===== src/pkg/pmt_map.vh =====
// register offsets, field positions and reset values of the period timer
`ifndef PMT_MAP_VH
`define PMT_MAP_VH

// register offsets on the plain register port
`define PMT_ADDR_W        3
`define PMT_OFF_COUNT     3'h0
`define PMT_OFF_PERIOD    3'h1
`define PMT_OFF_CTRL      3'h2
`define PMT_OFF_IRQFLAGS  3'h3
`define PMT_OFF_IRQENA    3'h4

// control register fields
`define PMT_CTRL_PRE_LSB  0
`define PMT_CTRL_PRE_MSB  1
`define PMT_CTRL_POST_LSB 3
`define PMT_CTRL_POST_MSB 6

// interrupt flag and enable bit
`define PMT_IRQ_MATCH_BIT 0

// reset values
`define PMT_RST_COUNT     8'h00
`define PMT_RST_PERIOD    8'hFF
`define PMT_RST_CTRL      8'h00
`define PMT_RST_IRQENA    8'h00

// instruction clock is the oscillator clock divided by this
`define PMT_FOSC_DIV      4
`define PMT_PHASE_LAST    2'h3

// prescale select codes and division end points
`define PMT_PRE_DIV1      2'h0
`define PMT_PRE_DIV4      2'h1
`define PMT_PRE_END4      2'h3
`define PMT_PRE_END16     4'hF

`endif


===== src/hdl/pmt_timer.v =====
// period match timer with prescaler, postscaler and interrupt flag
//
// Notes on behaviour
// - timer runs on instruction clock, oscillator clock divided by four
// - count starts at zero, advances one per prescaler tick
// - four-bit prescale counter sits on the instruction clock input
// - prescale select picks divide by one, four or sixteen
// - count compared with period; equality gives the match pulse
// - after a match count goes to zero; match feeds postscaler
// - software reads and writes count and period at any time
// - any reset clears count and sets period to all ones
// - count or control write clears both scalers; control write keeps count
// - all device reset sources clear prescale and postscale counters
// - match pulse drives a four-bit postscale counter
// - postscale completion sets sticky match flag until software clears it
// - interrupt raised only while the match enable bit is set
// - postscale select gives sixteen ratios, one to sixteen
// - match pulse is synchronous to the system clock
// - during sleep timer stops; count and period hold
//
// Implementation choices: the address-and-strobe port and the register offsets.
`include "pmt_map.vh"

module pmt_timer #(
  parameter DATA_W = 8
) (
  // clock and reset
  input  wire              clk,
  input  wire              rst,
  // power state from the core
  input  wire              sleepMode,
  // register port
  input  wire [`PMT_ADDR_W-1:0] regAddr,
  input  wire [DATA_W-1:0] regWdata,
  input  wire              regWr,
  input  wire              regRd,
  output wire [DATA_W-1:0] regRdata,
  // timer output and interrupt
  output wire              periodMatchPulse,
  output wire              irqOut
);

  //////////////////////////////////////////////////////////////////////////
  // registers and decode

  reg  [1:0]        phaseQ;
  reg  [3:0]        preQ;
  reg  [3:0]        postQ;
  reg  [DATA_W-1:0] countQ;
  reg  [DATA_W-1:0] periodQ;
  reg  [DATA_W-1:0] ctrlQ;
  reg               matchFlagQ;
  reg  [DATA_W-1:0] irqEnaQ;
  reg               matchQ;
  reg  [DATA_W-1:0] rdataQ;

  reg  [DATA_W-1:0] rdata_d;
  reg               preTick;

  wire wrCount  = regWr && (regAddr == `PMT_OFF_COUNT);
  wire wrPeriod = regWr && (regAddr == `PMT_OFF_PERIOD);
  wire wrCtrl   = regWr && (regAddr == `PMT_OFF_CTRL);
  wire wrIrqEna = regWr && (regAddr == `PMT_OFF_IRQENA);
  wire rdFlags  = regRd && (regAddr == `PMT_OFF_IRQFLAGS);

  // either write restarts both scalers so the new setting starts clean
  wire scalerClr = wrCount || wrCtrl;

  wire [1:0] preSel  = ctrlQ[`PMT_CTRL_PRE_MSB:`PMT_CTRL_PRE_LSB];
  wire [3:0] postSel = ctrlQ[`PMT_CTRL_POST_MSB:`PMT_CTRL_POST_LSB];

  // instruction clock edge: one cycle in every four, frozen in sleep
  wire instrTick = (phaseQ == `PMT_PHASE_LAST) && !sleepMode;

  // count equals period on a qualified edge
  wire hit = preTick && (countQ == periodQ);

  //////////////////////////////////////////////////////////////////////////
  // instruction clock divider

  // phase runs whenever not in sleep and ignores register writes, so instruction cycles keep their rhythm
  always @(posedge clk or posedge rst) begin
    if (rst) begin
      phaseQ <= 2'h0;
    end else if (!sleepMode) begin
      phaseQ <= phaseQ + 2'h1;
    end
  end

  //////////////////////////////////////////////////////////////////////////
  // prescaler

  // prescaler output tick chosen from the four-bit counter
  always @* begin
    preTick = 1'b0;
    if (instrTick && !scalerClr) begin
      case (preSel)
        `PMT_PRE_DIV1: preTick = 1'b1;
        `PMT_PRE_DIV4: preTick = (preQ[1:0] == `PMT_PRE_END4);
        default:       preTick = (preQ == `PMT_PRE_END16);
      endcase
    end
  end

  // four-bit counter clocked by the instruction clock
  always @(posedge clk or posedge rst) begin
    if (rst) begin
      preQ <= 4'h0;
    end else if (scalerClr) begin
      preQ <= 4'h0;
    end else if (instrTick) begin
      preQ <= preQ + 4'h1;
    end
  end

  //////////////////////////////////////////////////////////////////////////
  // count register

  // software write wins over the timer advance in the same cycle
  always @(posedge clk or posedge rst) begin
    if (rst) begin
      countQ <= `PMT_RST_COUNT;
    end else if (wrCount) begin
      countQ <= regWdata;
    end else if (hit) begin
      countQ <= `PMT_RST_COUNT;
    end else if (preTick) begin
      countQ <= countQ + {{(DATA_W-1){1'b0}}, 1'b1};
    end
  end

  //////////////////////////////////////////////////////////////////////////
  // period and control registers

  always @(posedge clk or posedge rst) begin
    if (rst) begin
      periodQ <= `PMT_RST_PERIOD;
      ctrlQ   <= `PMT_RST_CTRL;
      irqEnaQ <= `PMT_RST_IRQENA;
    end else begin
      if (wrPeriod) begin
        periodQ <= regWdata;
      end
      if (wrCtrl) begin
        ctrlQ <= regWdata;
      end
      if (wrIrqEna) begin
        irqEnaQ <= regWdata;
      end
    end
  end

  //////////////////////////////////////////////////////////////////////////
  // match pulse

  // registered so it is a clean one-cycle pulse on clk
  always @(posedge clk or posedge rst) begin
    if (rst) begin
      matchQ <= 1'b0;
    end else begin
      matchQ <= hit;
    end
  end

  assign periodMatchPulse = matchQ;

  //////////////////////////////////////////////////////////////////////////
  // postscaler

  // counts match pulses; select n completes after n plus one of them
  always @(posedge clk or posedge rst) begin
    if (rst) begin
      postQ <= 4'h0;
    end else if (scalerClr) begin
      postQ <= 4'h0;
    end else if (matchQ) begin
      if (postQ == postSel) begin
        postQ <= 4'h0;
      end else begin
        postQ <= postQ + 4'h1;
      end
    end
  end

  wire postDone = matchQ && !scalerClr && (postQ == postSel);

  //////////////////////////////////////////////////////////////////////////
  // interrupt flag

  // read of the flag register clears it; a new event in that cycle wins
  always @(posedge clk or posedge rst) begin
    if (rst) begin
      matchFlagQ <= 1'b0;
    end else if (postDone) begin
      matchFlagQ <= 1'b1;
    end else if (rdFlags) begin
      matchFlagQ <= 1'b0;
    end
  end

  // level request only while the enable bit is set
  assign irqOut = matchFlagQ && irqEnaQ[`PMT_IRQ_MATCH_BIT];

  //////////////////////////////////////////////////////////////////////////
  // read path

  // unmapped offsets read as zero; flag read shows value before clearing
  always @* begin
    rdata_d = {DATA_W{1'b0}};
    case (regAddr)
      `PMT_OFF_COUNT:    rdata_d = countQ;
      `PMT_OFF_PERIOD:   rdata_d = periodQ;
      `PMT_OFF_CTRL:     rdata_d = ctrlQ;
      `PMT_OFF_IRQFLAGS: rdata_d[`PMT_IRQ_MATCH_BIT] = matchFlagQ;
      `PMT_OFF_IRQENA:   rdata_d = irqEnaQ;
      default:           rdata_d = {DATA_W{1'b0}};
    endcase
  end

  // data held until the next read strobe
  always @(posedge clk or posedge rst) begin
    if (rst) begin
      rdataQ <= {DATA_W{1'b0}};
    end else if (regRd) begin
      rdataQ <= rdata_d;
    end
  end

  assign regRdata = rdataQ;

endmodule


===== config.mk =====
export PLATFORM = sky130hd
export DESIGN_NAME = pmt_timer
export DESIGN_NICKNAME = d
export VERILOG_FILES = /design/src/hdl/pmt_timer.v
export VERILOG_INCLUDE_DIRS = /design/src /design/src/pkg
export SDC_FILE = /design/constraint.sdc
export NUM_CORES = 1
export LEC_CHECK = 0
export ABC_AREA = 1
export BUFFER_PORTS_ARGS = -buffer_cell sky130_fd_sc_hd__buf_2
export CAP_MARGIN = 20
export CELL_PAD_IN_SITES_DETAIL_PLACEMENT = 2
export CELL_PAD_IN_SITES_GLOBAL_PLACEMENT = 2
export CORE_MARGIN = 3
export CORE_UTILIZATION = 36
export CTS_CLUSTER_SIZE = 30
export DETAILED_ROUTE_END_ITERATION = 10
export GPL_TIMING_DRIVEN = 0
export PLACE_DENSITY_LB_ADDON = 0.1
export SLEW_MARGIN = 20
export SYNTH_ARGS = -nofsm -noshare
export SYNTH_HDL_FRONTEND = slang
export SYNTH_SLANG_ARGS = --single-unit

===== constraint.sdc =====
create_clock -name clk -period 2 [get_ports clk]
set_input_delay 0.1 -clock clk [delete_from_list [all_inputs] [get_ports clk]]
set_output_delay 0.1 -clock clk [all_outputs]
set_load 0.005 [all_outputs]

======== After elaboration in Yosys (flattened, before gate mapping) ========
Index checks and enable logic that the tools add are counted.
Widths: inputs -> output; s select.
storage, ports and cells
  flip-flop bits (word level) ............. 52
  output and inout port bits .............. 10
  bits of input ports ..................... 16
  logic and storage cells ................. 58
cells by class
  eq/ne operators ......................... 10
  $add $sub $neg .......................... 4
  reduce and logical (&&, ||, !) cells .... 20
  muxes and demuxes ....................... 14
operators with widths
  cell                 count
  $pmux 7 s4           1
  $mux 8               3
  $mux 4               5
  $logic_and 1x1->1    11
  $add 4x1->4 const B  2
  $add 8x1->8 const B  1
  $eq 8x8->1           1
  $eq 3x2->1 const B   2
  $reduce_bool 2->1    3
  $pmux 1 s5           1
  $eq 2x2->1 const B   2
  $eq 4x4->1           1
  $eq 4x4->1 const B   1
  $eq 3x1->1 const B   1
  $eq 3x3->1 const B   1
  $logic_not 3->1      1
  $mux 1               3
  $reduce_bool 3->1    1
  $add 2x1->2 const B  1
  $eq 2x1->1 const B   1
  $logic_not 1->1      2
  $logic_not 2->1      1
  $pmux 1 s2           1
  $logic_or 1x1->1     1

======== Logic depth before layout (Yosys ltp) ========
Gate-level depths: netlist of run 1.
  depth in word-level cells ............... 9
  gate-level depth with buffers ........... 9

======== Worst setup path before layout of run 1 ========
Ideal clock, no wire load.
  path type ............................... register -> register
  from .................................... reg phaseQ[0]
  to ...................................... reg countQ[6]
  library setup time ...................... 0.121 ns
  arrival time ............................ 1.401 ns
  path slack .............................. 0.477 ns
  clock period less this slack ............ 1.523 ns
  cell stages (with the launch flop) ...... 9
  path buffers ............................ 0
  cell sequence ........................... dfrtp_1 -> ha_1 -> inv_1 -> nor2_1 -> nand3_2 -> nor2_8 -> nor2_8 -> a22oi_1 -> nand2_1
on the way
  word-level cells in the longest chain between the ends .. 7
RTL lines
  what                      line             text
  from (decl)               pmt_timer.v:46   reg [1:0] phaseQ;
  from (signal assigned)    pmt_timer.v:86   phaseQ <= phaseQ + 2'h1;
  $eq 2x2->1 (no line) (*)  -
  $logic_and 1x1->1 (*)     pmt_timer.v:73   wire instrTick = (phaseQ == `PMT_PHASE_LAST) && !sleepMode;
  $logic_and 1x1->1 (*)     pmt_timer.v:96   if (instrTick && !scalerClr) begin
  $mux 1 (*)                pmt_timer.v:96
  $logic_and 1x1->1         pmt_timer.v:76   wire hit = preTick && (countQ == periodQ);
  $mux 8                    pmt_timer.v:125  end else if (hit) begin
  $mux 8                    pmt_timer.v:123  end else if (wrCount) begin
  to (signal assigned)      pmt_timer.v:122  countQ <= `PMT_RST_COUNT;
  to (signal assigned)      pmt_timer.v:124  countQ <= regWdata;
  to (signal assigned)      pmt_timer.v:126  countQ <= `PMT_RST_COUNT;
  to (decl)                 pmt_timer.v:49   reg [DATA_W-1:0] countQ;
Mark *: on every way between the ends. The rest lies on a longest branch, timed or not.
A chain may end at the register's enable or synchronous reset.

======== Final worst setup path of run 1 ========
  from .................................... reg phaseQ[0]
  to ...................................... reg countQ[0]
The elaborated chain is that of the path after synthesis.

==> flow_summary.json, run 1 <==
{
  "drive_gt1_frac": 0.1977,
  "hold_class": "in -> reg",
  "cap_violations": 0,
  "synth_top_area_cell": "dfrtp_1",
  "grt_pass1_wl_um": 12740,
  "post-route-period-util": 0.8644,
  "synth_nets": 341,
  "critical_path_class": "reg -> reg",
  "wl_per_cell_um": 16.62,
  "hold_viol": 0,
  "fin_skew_ns": 0.008713,
  "yosysMostFrequentCell": "nand2_1",
  "cts_root_buf": "clkbuf_8",
  "vias_per_cell": 4.938,
  "dieArea_sq_mm": 0.008761,
  "drcViolationCount": 0,
  "use_met2": 0.3169,
  "drtAntennaViolNets": 0,
  "power_mw": 3.425,
  "htree_levels": 2,
  "synth_cell_types": 34,
  "power_density_mw_per_mm2": 1078,
  "syn-cell-area_sq_mm": 0.002763,
  "startpoint_type": "register",
  "yosys_warnings": 0,
  "grt_pass1_vias": 2402,
  "worstMarginPinSlew_ns": 0.6614,
  "nFillCells": 846,
  "cp-end-kind": "register",
  "slew_headroom": 0.5591,
  "cts_tree": "done",
  "path_max_fanout": 10,
  "grt_overflow_total": 0,
  "final-setup-viol-count": 0,
  "ys_seq_elements": 52,
  "top_usage_layer": "met2",
  "antenna_found_initial": 0,
  "worstPathRequired_ns": 2.20,
  "synth_commonest_cells": "nand2_1 (109), dfrtp_1 (44), inv_1 (30), o21ai_0 (18), xnor2_1 (12)",
  "diodes": 0,
  "core_sq_mm": 0.007331,
  "grt_usage": 0.1896,
  "holdWs_ns": 0.03183,
  "fin_crit_ns": 1.729,
  "ios": 26,
  "dp.cells": 444,
  "synth.top_cells.by_area": "dfrtp_1 (40%), nand2_1 (15%), dfstp_2 (7.6%)",
  "synth-edff-count": 0,
  "routed_wl_um": 7529,
  "portBuffers": 24,
  "rsz0062_at_grt": "no",
  "fin_cells": 453,
  "yosys.area.top_type_share": 0.3986,
  "synth-main-ff-cell": "dfrtp_1",
  "clk_latency_ns": 0.31,
  "gr-usage-met3": 0.02896,
  "grt_start_max_net_pins": 53,
  "clk_path_buf_depth": 2,
  "cts-buffers-inserted": 5,
  "dpl.hpwl_um": 5734,
  "fmax_ghz": 0.5784,
  "clk_pin_slew_ns": 0.09,
  "ys_seq_area_frac": 0.4746,
  "syn_inst": 321,
  "status": "finished, final reports clean",
  "drv_slew": 0,
  "p_leak_nw": 1.528,
  "dr.pass1.iters": 4,
  "cts.sinks": 52,
  "drt_iter0_markers": 90,
  "utilization": 0.4335,
  "gp_congestion": 0.7787,
  "avgSynthCellArea_sq_um": 8.606,
  "synth-async-reset-ratio": 1.000,
  "final_nets": 373,
  "grtUsageMet1": 0.2626,
  "initial_utilization": 0.3769,
  "area_delta_synth_final_pct": 15.04,
  "num_vias": 2237,
  "dieWidth_um": 93.60,
  "fp-row-count": 31,
  "ir_worst_vdd_mv": 0.3643,
  "dieHeight_um": 93.60,
  "tns_ns": 0,
  "cp.arrival_ns": 1.93
}
==> repair_timing <==
item                                   4_1_cts  5_1_grt
endpoints found under the hold margin       44        0
resized for setup                            0        0
buffers inserted                             0        0
hold buffers                                 1        0
==> routing by layer <==
layer | vias up | routed length, um
met5 | - | 0
met4 | 0 | 65
met3 | 6 | 166
met2 | 27 | 3556
met1 | 1095 | 3740
li1 | 1109 | -
==> logic make-up after synthesis <==
group	after synthesis	synth area share
and+or+nand+nor	151	0.2604
DFF	52	0.4746
muxes	1	0.004076
AOI/OAI and AO/OA	54	0.1232
xor gates and xnor gates	18	0.05706
adders and majority gates	4	0.01812
buffers and inverters	41	0.06250
==> cell usage in the layout (no fill, tap or decap), drive strengths merged <==
cell         count
nand3           13
o2111ai          5
o21bai           1
clkbuf           8
bufinv           3
clkinv           1
ha               4
nand2          112
a21oi            5
nor3             5
dfrtp           44
nor2            12
o21ai           35
dlygate4sd3      1
dfstp            8
xnor2           12
a22oi            6
o22ai            1
nand4            9
mux2             1
xor2             6
o31ai            1
inv             34
buf             27
==> metrics by stage <==
stage                     area, sq um  worst slack (ns)
after floorplan                  2763            0.4773
after CTS                        3178            0.2185
after global routing             3178           0.07348
after global placement           3007           -0.1813
final                            3178            0.2712
after detailed placement         3009            0.2431
==> area by class of cell <==
type,count,area (sq um),area share
timing repair buffer,25,130.1,0.04094
buffer,6,41.29,0.01299
inverter,35,133.9,0.04213
tap,99,123.9,0.03898
multi-input combinational,228,1279,0.4024
clock buffer,5,68.82,0.02165
clock inverter,3,90.09,0.02835
sequential,52,1311,0.4126
==> worst max-delay path, stage by stage, from the launching register on <==
cell and delay, ns:
dfrtp_1 0.38, ha_1 0.15, inv_1 0.04, nor2_1 0.29
nand3_2 0.21, nor2_8 0.26, nor2_8 0.06, a22oi_1 0.15
nand2_1 0.07
==> flip-flops by register name, summed over array words and instances, names as in the netlist <==
name	cells
irqEnaQ	8
countQ	8
regRdata	8
ctrlQ	8
phaseQ	2
postQ	4
periodQ	8
preQ	4
periodMatchPulse	1
matchFlagQ	1
==> final timing paths <==
check,slack (ns),endpoint,depth (start not counted),start
setup / recovery,0.27,countQ[0]$_DFFE_PP0P_,8,phaseQ[0]$_DFFE_PP0N_
hold / removal,0.03,phaseQ[0]$_DFFE_PP0N_,2,sleepMode
setup reg to reg,0.27,countQ[0]$_DFFE_PP0P_,8,phaseQ[0]$_DFFE_PP0N_
hold reg to reg,0.48,regRdata[7]$_DFFE_PP0P_,2,regRdata[7]$_DFFE_PP0P_
max in group asynchronous,1.12,preQ[2]$_DFFE_PP0P_,3,rst
min in group asynchronous,0.44,postQ[1]$_DFFE_PP0P_,3,rst
==> where the power goes <==
| part | leakage, nW | switching (mW) | internal (mW) |
|---|---|---|---|
| Combinational | 0.799 | 0.525 | 0.366 |
| Clock | 0.0784 | 0.362 | 0.626 |
| Sequential | 0.650 | 0.235 | 1.31 |
(Power assumes the default switching activity.)
==> inputs of run 2 (changes only) <==
--- a/config.mk
+++ b/config.mk
@@ -11,6 +11,7 @@
 export CAP_MARGIN = 20
 export CELL_PAD_IN_SITES_DETAIL_PLACEMENT = 2
 export CELL_PAD_IN_SITES_GLOBAL_PLACEMENT = 2
+export CORE_ASPECT_RATIO = 0.7
 export CORE_MARGIN = 3
 export CORE_UTILIZATION = 36
 export CTS_CLUSTER_SIZE = 30
==> run 2 against run 1 <==
Combinational power is 0.4% lower. Largest cell class unchanged. Via count up 4.1%. Sequential power is essentially flat. Largest power group unchanged. Highest routed layer unchanged. Critical path depth stayed put. Critical path type unchanged.
==> flow_summary.json, run 2 (synthesis results as in run 1) <==
{
  "final-setup-viol-count": 0,
  "fin_skew_ns": 0.01014,
  "rsz0062_at_grt": "no",
  "diodes": 0,
  "cp_slowest_cell": "dfrtp_1",
  "drv_slew": 0,
  "power_mw": 3.199,
  "htree_levels": 2,
  "cp_common_cell": "nor2_8",
  "dieWidth_um": 110.7,
  "dieHeight_um": 79.29,
  "vias_per_cell": 5.153,
  "area_delta_synth_final_pct": 13.36,
  "grt_pass1_wl_um": 13860,
  "rr_worst_depth": 8,
  "cts.sinks": 52,
  "cts-buffers-inserted": 5,
  "antenna_found_initial": 0,
  "portBuffers": 24,
  "nFillCells": 839,
  "cp.arrival_ns": 1.91,
  "grt_start_max_net_pins": 53,
  "hold_class": "in -> reg",
  "seq_area_sq_mm": 0.001311,
  "utilization": 0.4241,
  "fin_crit_ns": 1.695,
  "clk_latency_ns": 0.32,
  "cp-end-kind": "register",
  "hold_path_startpoint": "regWdata[4]",
  "drcViolationCount": 0,
  "drtAntennaViolNets": 0,
  "clk_path_buf_depth": 2,
  "path_cells": "ha_1 > inv_1 > nor2_2 > nand3_2 > nor2_8 > nor2_8 > a21oi_1 > o21ai_1",
  "wl_per_cell_um": 17.99,
  "critical_path_buf_inv_count": 1,
  "dp.cells": 443,
  "cap_violations": 0,
  "grt_usage": 0.2008,
  "hold_viol": 0,
  "holdWs_ns": 0.02593,
  "critical_path_class": "reg -> reg",
  "final_nets": 373,
  "power_density_mw_per_mm2": 1021,
  "mostFrequentLayoutCell": "nand2_1",
  "gp_congestion": 0.7838,
  "ff2ff_setup_slack_ns": 0.31,
  "status": "finished, final reports clean",
  "dr.pass1.iters": 4,
  "clk_pin_slew_ns": 0.10,
  "p_leak_nw": 1.503,
  "whs_path_depth": 3,
  "fin_cells": 452,
  "slew_headroom": 0.5414,
  "worstMarginPinSlew_ns": 0.6842,
  "multi_input_area_sq_mm": 0.001281,
  "worstPathRequired_ns": 2.21,
  "initial_utilization": 0.3741,
  "ios": 26,
  "grt_pass1_vias": 2628,
  "tns_ns": 0,
  "r2r-start": "phaseQ[0]$_DFFE_PP0N_",
  "post-route-period-util": 0.8474,
  "dieArea_sq_mm": 0.008778,
  "fp-row-count": 26,
  "ir_worst_vdd_mv": 0.4507,
  "final_cell_mix": "nand2_1 (109), dfrtp_1 (44), inv_1 (29), buf_2 (24), o21ai_0 (18)",
  "drt_iter0_markers": 57,
  "num_vias": 2329,
  "slowest_delay_ns": 0.38,
  "startpoint_type": "register",
  "holdPathEnd": "countQ[4]$_DFFE_PP0P_",
  "cpLargestDelayFamily": "simple AND/OR/NAND/NOR gates",
  "cts_setup_buffers": 0,
  "cts_root_buf": "clkbuf_8",
  "routed_wl_um": 8131,
  "drive_gt1_frac": 0.2006,
  "fmax_ghz": 0.5900,
  "grt_overflow_total": 0,
  "path_max_fanout": 10,
  "dpl.hpwl_um": 6162,
  "core_sq_mm": 0.007385,
  "reg2reg_to": "countQ[7]$_DFFE_PP0P_",
  "cts_tree": "done"
}
-- run 2: changes by cell type in the layout (fill, tap and decap cells not counted), sizes merged --
cell	change
clkinvlp	+1
bufinv	-2
clkinv	+1
-- run 2: how the worst max path moves through the flow --
| stage | from | to | depth (start not counted) |
|---|---|---|---|
| floorplan | phaseQ[0]$_DFFE_PP0N_ | countQ[6]$_DFFE_PP0P_ | 8 |
| global placement | rst | countQ[0]$_DFFE_PP0P_ | 2 |
| detailed placement | phaseQ[0]$_DFFE_PP0N_ | countQ[1]$_DFFE_PP0P_ | 8 |
| CTS | phaseQ[0]$_DFFE_PP0N_ | countQ[1]$_DFFE_PP0P_ | 8 |
| global route | phaseQ[0]$_DFFE_PP0N_ | countQ[6]$_DFFE_PP0P_ | 8 |
| finish | phaseQ[0]$_DFFE_PP0N_ | countQ[7]$_DFFE_PP0P_ | 8 |
-- run 2: stage by stage --
| stage | instance area (sq um) | setup WS [ns] |
|---|---|---|
| 2_1_floorplan | 2763 | 0.4773 |
| 3_3_place_gp | 3005 | -0.1793 |
| 3_5_place_dp | 3008 | 0.1869 |
| 4_1_cts | 3129 | 0.1707 |
| 5_1_grt | 3132 | 0.1108 |
| 6_report | 3132 | 0.3051 |
-- run 2: cell type report --
class,instances,area share
Timing Repair Buffer,25,0.04155
Inverter,35,0.04275
Buffer,6,0.01318
Clock inverter,3,0.01358
Multi-Input combinational cell,228,0.4091
Clock buffer,5,0.02197
Tap cell,98,0.03915
Sequential cell,52,0.4187
-- run 2: worst min-delay path, delay by kind of cell --
| family | cells | cell delay, ns |
|---|---|---|
| AOI/OAI and AO/OA | 1 | 0.07 |
| and+or+nand+nor | 1 | 0.05 |
| buffers and inverters | 1 | 0.09 |
-- run 2: timing repair --
item                       CTS  global route
gates resized for setup      0             1
hold endpoints to repair    44             0
setup endpoints to repair    0             4
hold buffers                 1             0
-- run 2: report_power, final --
part	internal [mW]	switching, mW	leakage (nW)
Clock	0.372	0.396	0.0541
Sequential	1.31	0.232	0.650
Combinational	0.366	0.521	0.799
Total	2.05	1.15	1.50
-- run 2: layer usage --
layer	track usage	vias to the layer above	routed length [um]
li1	-	1103	-
met1	0.2706	1181	4010
met2	0.3372	33	3786
met3	0.03275	12	211
met4	0.05535	0	123
met5	0	-	0
==> inputs of run 3 (changes only) <==
--- a/config.mk
+++ b/config.mk
@@ -13,7 +13,7 @@
 export CELL_PAD_IN_SITES_GLOBAL_PLACEMENT = 2
 export CORE_ASPECT_RATIO = 0.7
 export CORE_MARGIN = 3
-export CORE_UTILIZATION = 36
+export CORE_UTILIZATION = 32
 export CTS_CLUSTER_SIZE = 30
 export DETAILED_ROUTE_END_ITERATION = 10
 export GPL_TIMING_DRIVEN = 0
==> constraint.sdc (replaced) <==
create_clock -name clk -period 1.37 [get_ports clk]
set_input_delay 0.0685 -clock clk [delete_from_list [all_inputs] [get_ports clk]]
set_output_delay 0.0685 -clock clk [all_outputs]
set_load 0.005 [all_outputs]
==> run 3 against run 2 <==
The flow now finishes with violations (setup timing). Largest cell class is now multi-input gates. First-iteration DRC count up 30%. Sequential share of layout area down 3.2 points. Routed wire length up 3.9%. Clock-buffer cell count unchanged. Worst setup slack worse by 0.41 ns. Utilization down 0.42 points. Combinational power up 88%. Critical endpoint is now countQ[4]$_DFFE_PP0P_. Sequential power up 51%.
==> flow_summary.json, run 3 (synthesis results as in run 1) <==
{
  "fmax_ghz": 0.6791,
  "dieHeight_um": 83.74,
  "hold_viol": 0,
  "routed_wl_um": 8447,
  "rr_worst_depth": 9,
  "cp-end-kind": "register",
  "power.internal_mw": 3.370,
  "clk_pin_slew_ns": 0.07,
  "fp-row-count": 27,
  "setup_slack_ns": -0.1025,
  "grt_usage": 0.1833,
  "vias_per_cell": 5.118,
  "clk_latency_ns": 0.29,
  "startpoint_type": "register",
  "clk_path_buf_depth": 2,
  "path_max_fanout": 7,
  "final-setup-viol-count": 9,
  "p_comb_frac": 0.316,
  "gp_congestion": 0.7885,
  "cts.sinks": 52,
  "fin_cells": 468,
  "dp_slack_ns": -0.2550,
  "tns_ns": -0.7773,
  "worstPathRequired_ns": 1.56,
  "ff2ff_setup_slack_ns": -0.10,
  "fin_skew_ns": 0.005858,
  "power_density_mw_per_mm2": 1550,
  "post-route-period-util": 1.075,
  "dieArea_sq_mm": 0.009802,
  "cts_root_buf": "clkbuf_16",
  "cts_tree": "done",
  "drive_gt1_frac": 0.3025,
  "cp.arrival_ns": 1.66,
  "final_nets": 386,
  "seqPwrFrac": 0.441,
  "ir_worst_vdd_mv": 0.6524,
  "drt_iter0_markers": 74,
  "dpl.hpwl_um": 6125,
  "drcViolationCount": 0,
  "final_cell_mix": "nand2_1 (107), dfrtp_1 (40), inv_1 (28), buf_2 (25), o21ai_0 (17)",
  "dr.pass1.iters": 4,
  "drtAntennaViolNets": 0,
  "reg2reg_to": "countQ[4]$_DFFE_PP0P_",
  "swShare": 0.3614,
  "drv_slew": 0,
  "worstMarginPinSlew_ns": 0.6721,
  "dieWidth_um": 117.1,
  "r2r-start": "phaseQ[0]$_DFFE_PP0N_",
  "fin_crit_ns": 1.472,
  "initial_utilization": 0.3407,
  "hold_class": "in -> reg",
  "ios": 26,
  "wl_per_cell_um": 18.05,
  "portBuffers": 24,
  "grt_pass1_wl_um": 14120,
  "core_sq_mm": 0.008108,
  "status": "finished with violations",
  "switchingPower_mw": 1.908,
  "whs_path_depth": 3,
  "hold_path_startpoint": "regWdata[4]",
  "dp.cells": 446,
  "rsz0062_at_grt": "yes",
  "holdPathEnd": "countQ[4]$_DFFE_PP0P_",
  "violations": "setup timing",
  "grt_pass1_vias": 2688,
  "grt_start_max_net_pins": 53,
  "clock_power_share": 0.243,
  "area_delta_synth_final_pct": 23.23,
  "holdWs_ns": 0.01227,
  "htree_levels": 2,
  "critical_path_class": "reg -> reg",
  "mostFrequentLayoutCell": "nand2_1",
  "cap_violations": 0,
  "antenna_found_initial": 0,
  "num_vias": 2395,
  "p_leak_nw": 1.623,
  "grt_overflow_total": 0,
  "diodes": 0,
  "slew_headroom": 0.5495,
  "cts-buffers-inserted": 5
}
==> run 3: how the worst max path moves through the flow <==
| stage | start | to | slack [ns] | depth (start not counted) |
|---|---|---|---|---|
| finish | phaseQ[0]$_DFFE_PP0N_ | countQ[4]$_DFFE_PP0P_ | -0.10 | 9 |
| global route | phaseQ[0]$_DFFE_PP0N_ | countQ[7]$_DFFE_PP0P_ | -0.19 | 9 |
| CTS | phaseQ[0]$_DFFE_PP0N_ | countQ[1]$_DFFE_PP0P_ | -0.11 | 9 |
| detailed placement | countQ[2]$_DFFE_PP0P_ | countQ[7]$_DFFE_PP0P_ | -0.26 | 7 |
| global placement | rst | countQ[1]$_DFFE_PP0P_ | -0.81 | 2 |
| floorplan | phaseQ[0]$_DFFE_PP0N_ | countQ[6]$_DFFE_PP0P_ | 0.009 | 8 |
==> run 3: stage by stage <==
step	cell area [sq um]	power [mW]	utilization
after floorplan	2770	3.148	-
after global placement	3017	3.506	0.3721
after detailed placement	3019	3.593	0.3724
after CTS	3346	5.150	0.4127
after global routing	3405	5.662	0.4199
final	3405	5.278	0.4199
==> run 3: per-layer routing <==
layer	vias up	wire [um]	global-route usage
met5	-	0	0
met3	6	188	0.03768
met1	1221	4225	0.2709
li1	1141	-	-
met4	0	62	0.02604
met2	27	3970	0.2814
==> run 3: final cells by class <==
type | instances | area, sq um
repair buffers | 39 | 249.0
plain buffers | 5 | 37.54
fillers | 909 | 4703
multi-input cells | 228 | 1398
flip-flops and latches | 52 | 1316
inverters | 35 | 133.9
clock buffers | 5 | 125.1
well taps | 101 | 126.4
clock inverters | 3 | 18.77
==> run 3: power groups by stage <==
stage               Combinational, mW  Clock, mW  Sequential [mW]
floorplan                       0.958          0             2.19
global placement                 1.23          0             2.27
detailed placement               1.30          0             2.29
CTS                              1.52       1.31             2.32
global route                     1.89       1.38             2.39
finish                           1.67       1.28             2.33
==> run 3: what timing repair did <==
item,in CTS,in global routing
gates resized for setup,20,12
setup endpoints to repair,9,11
pin swaps,7,7
buffers inserted,12,2
cloned,0,0
hold endpoints to repair,44,0
hold buffers,1,0
==> run 3: worst max-delay path, stage by stage (launching register included) <==
cell     delay (ns)
dfrtp_1        0.37
ha_2           0.19
inv_2          0.05
nor2_4         0.12
nand3_4        0.12
nor2_8         0.12
buf_12         0.12
nor2_8         0.05
a22oi_2        0.15
nand2_1        0.06
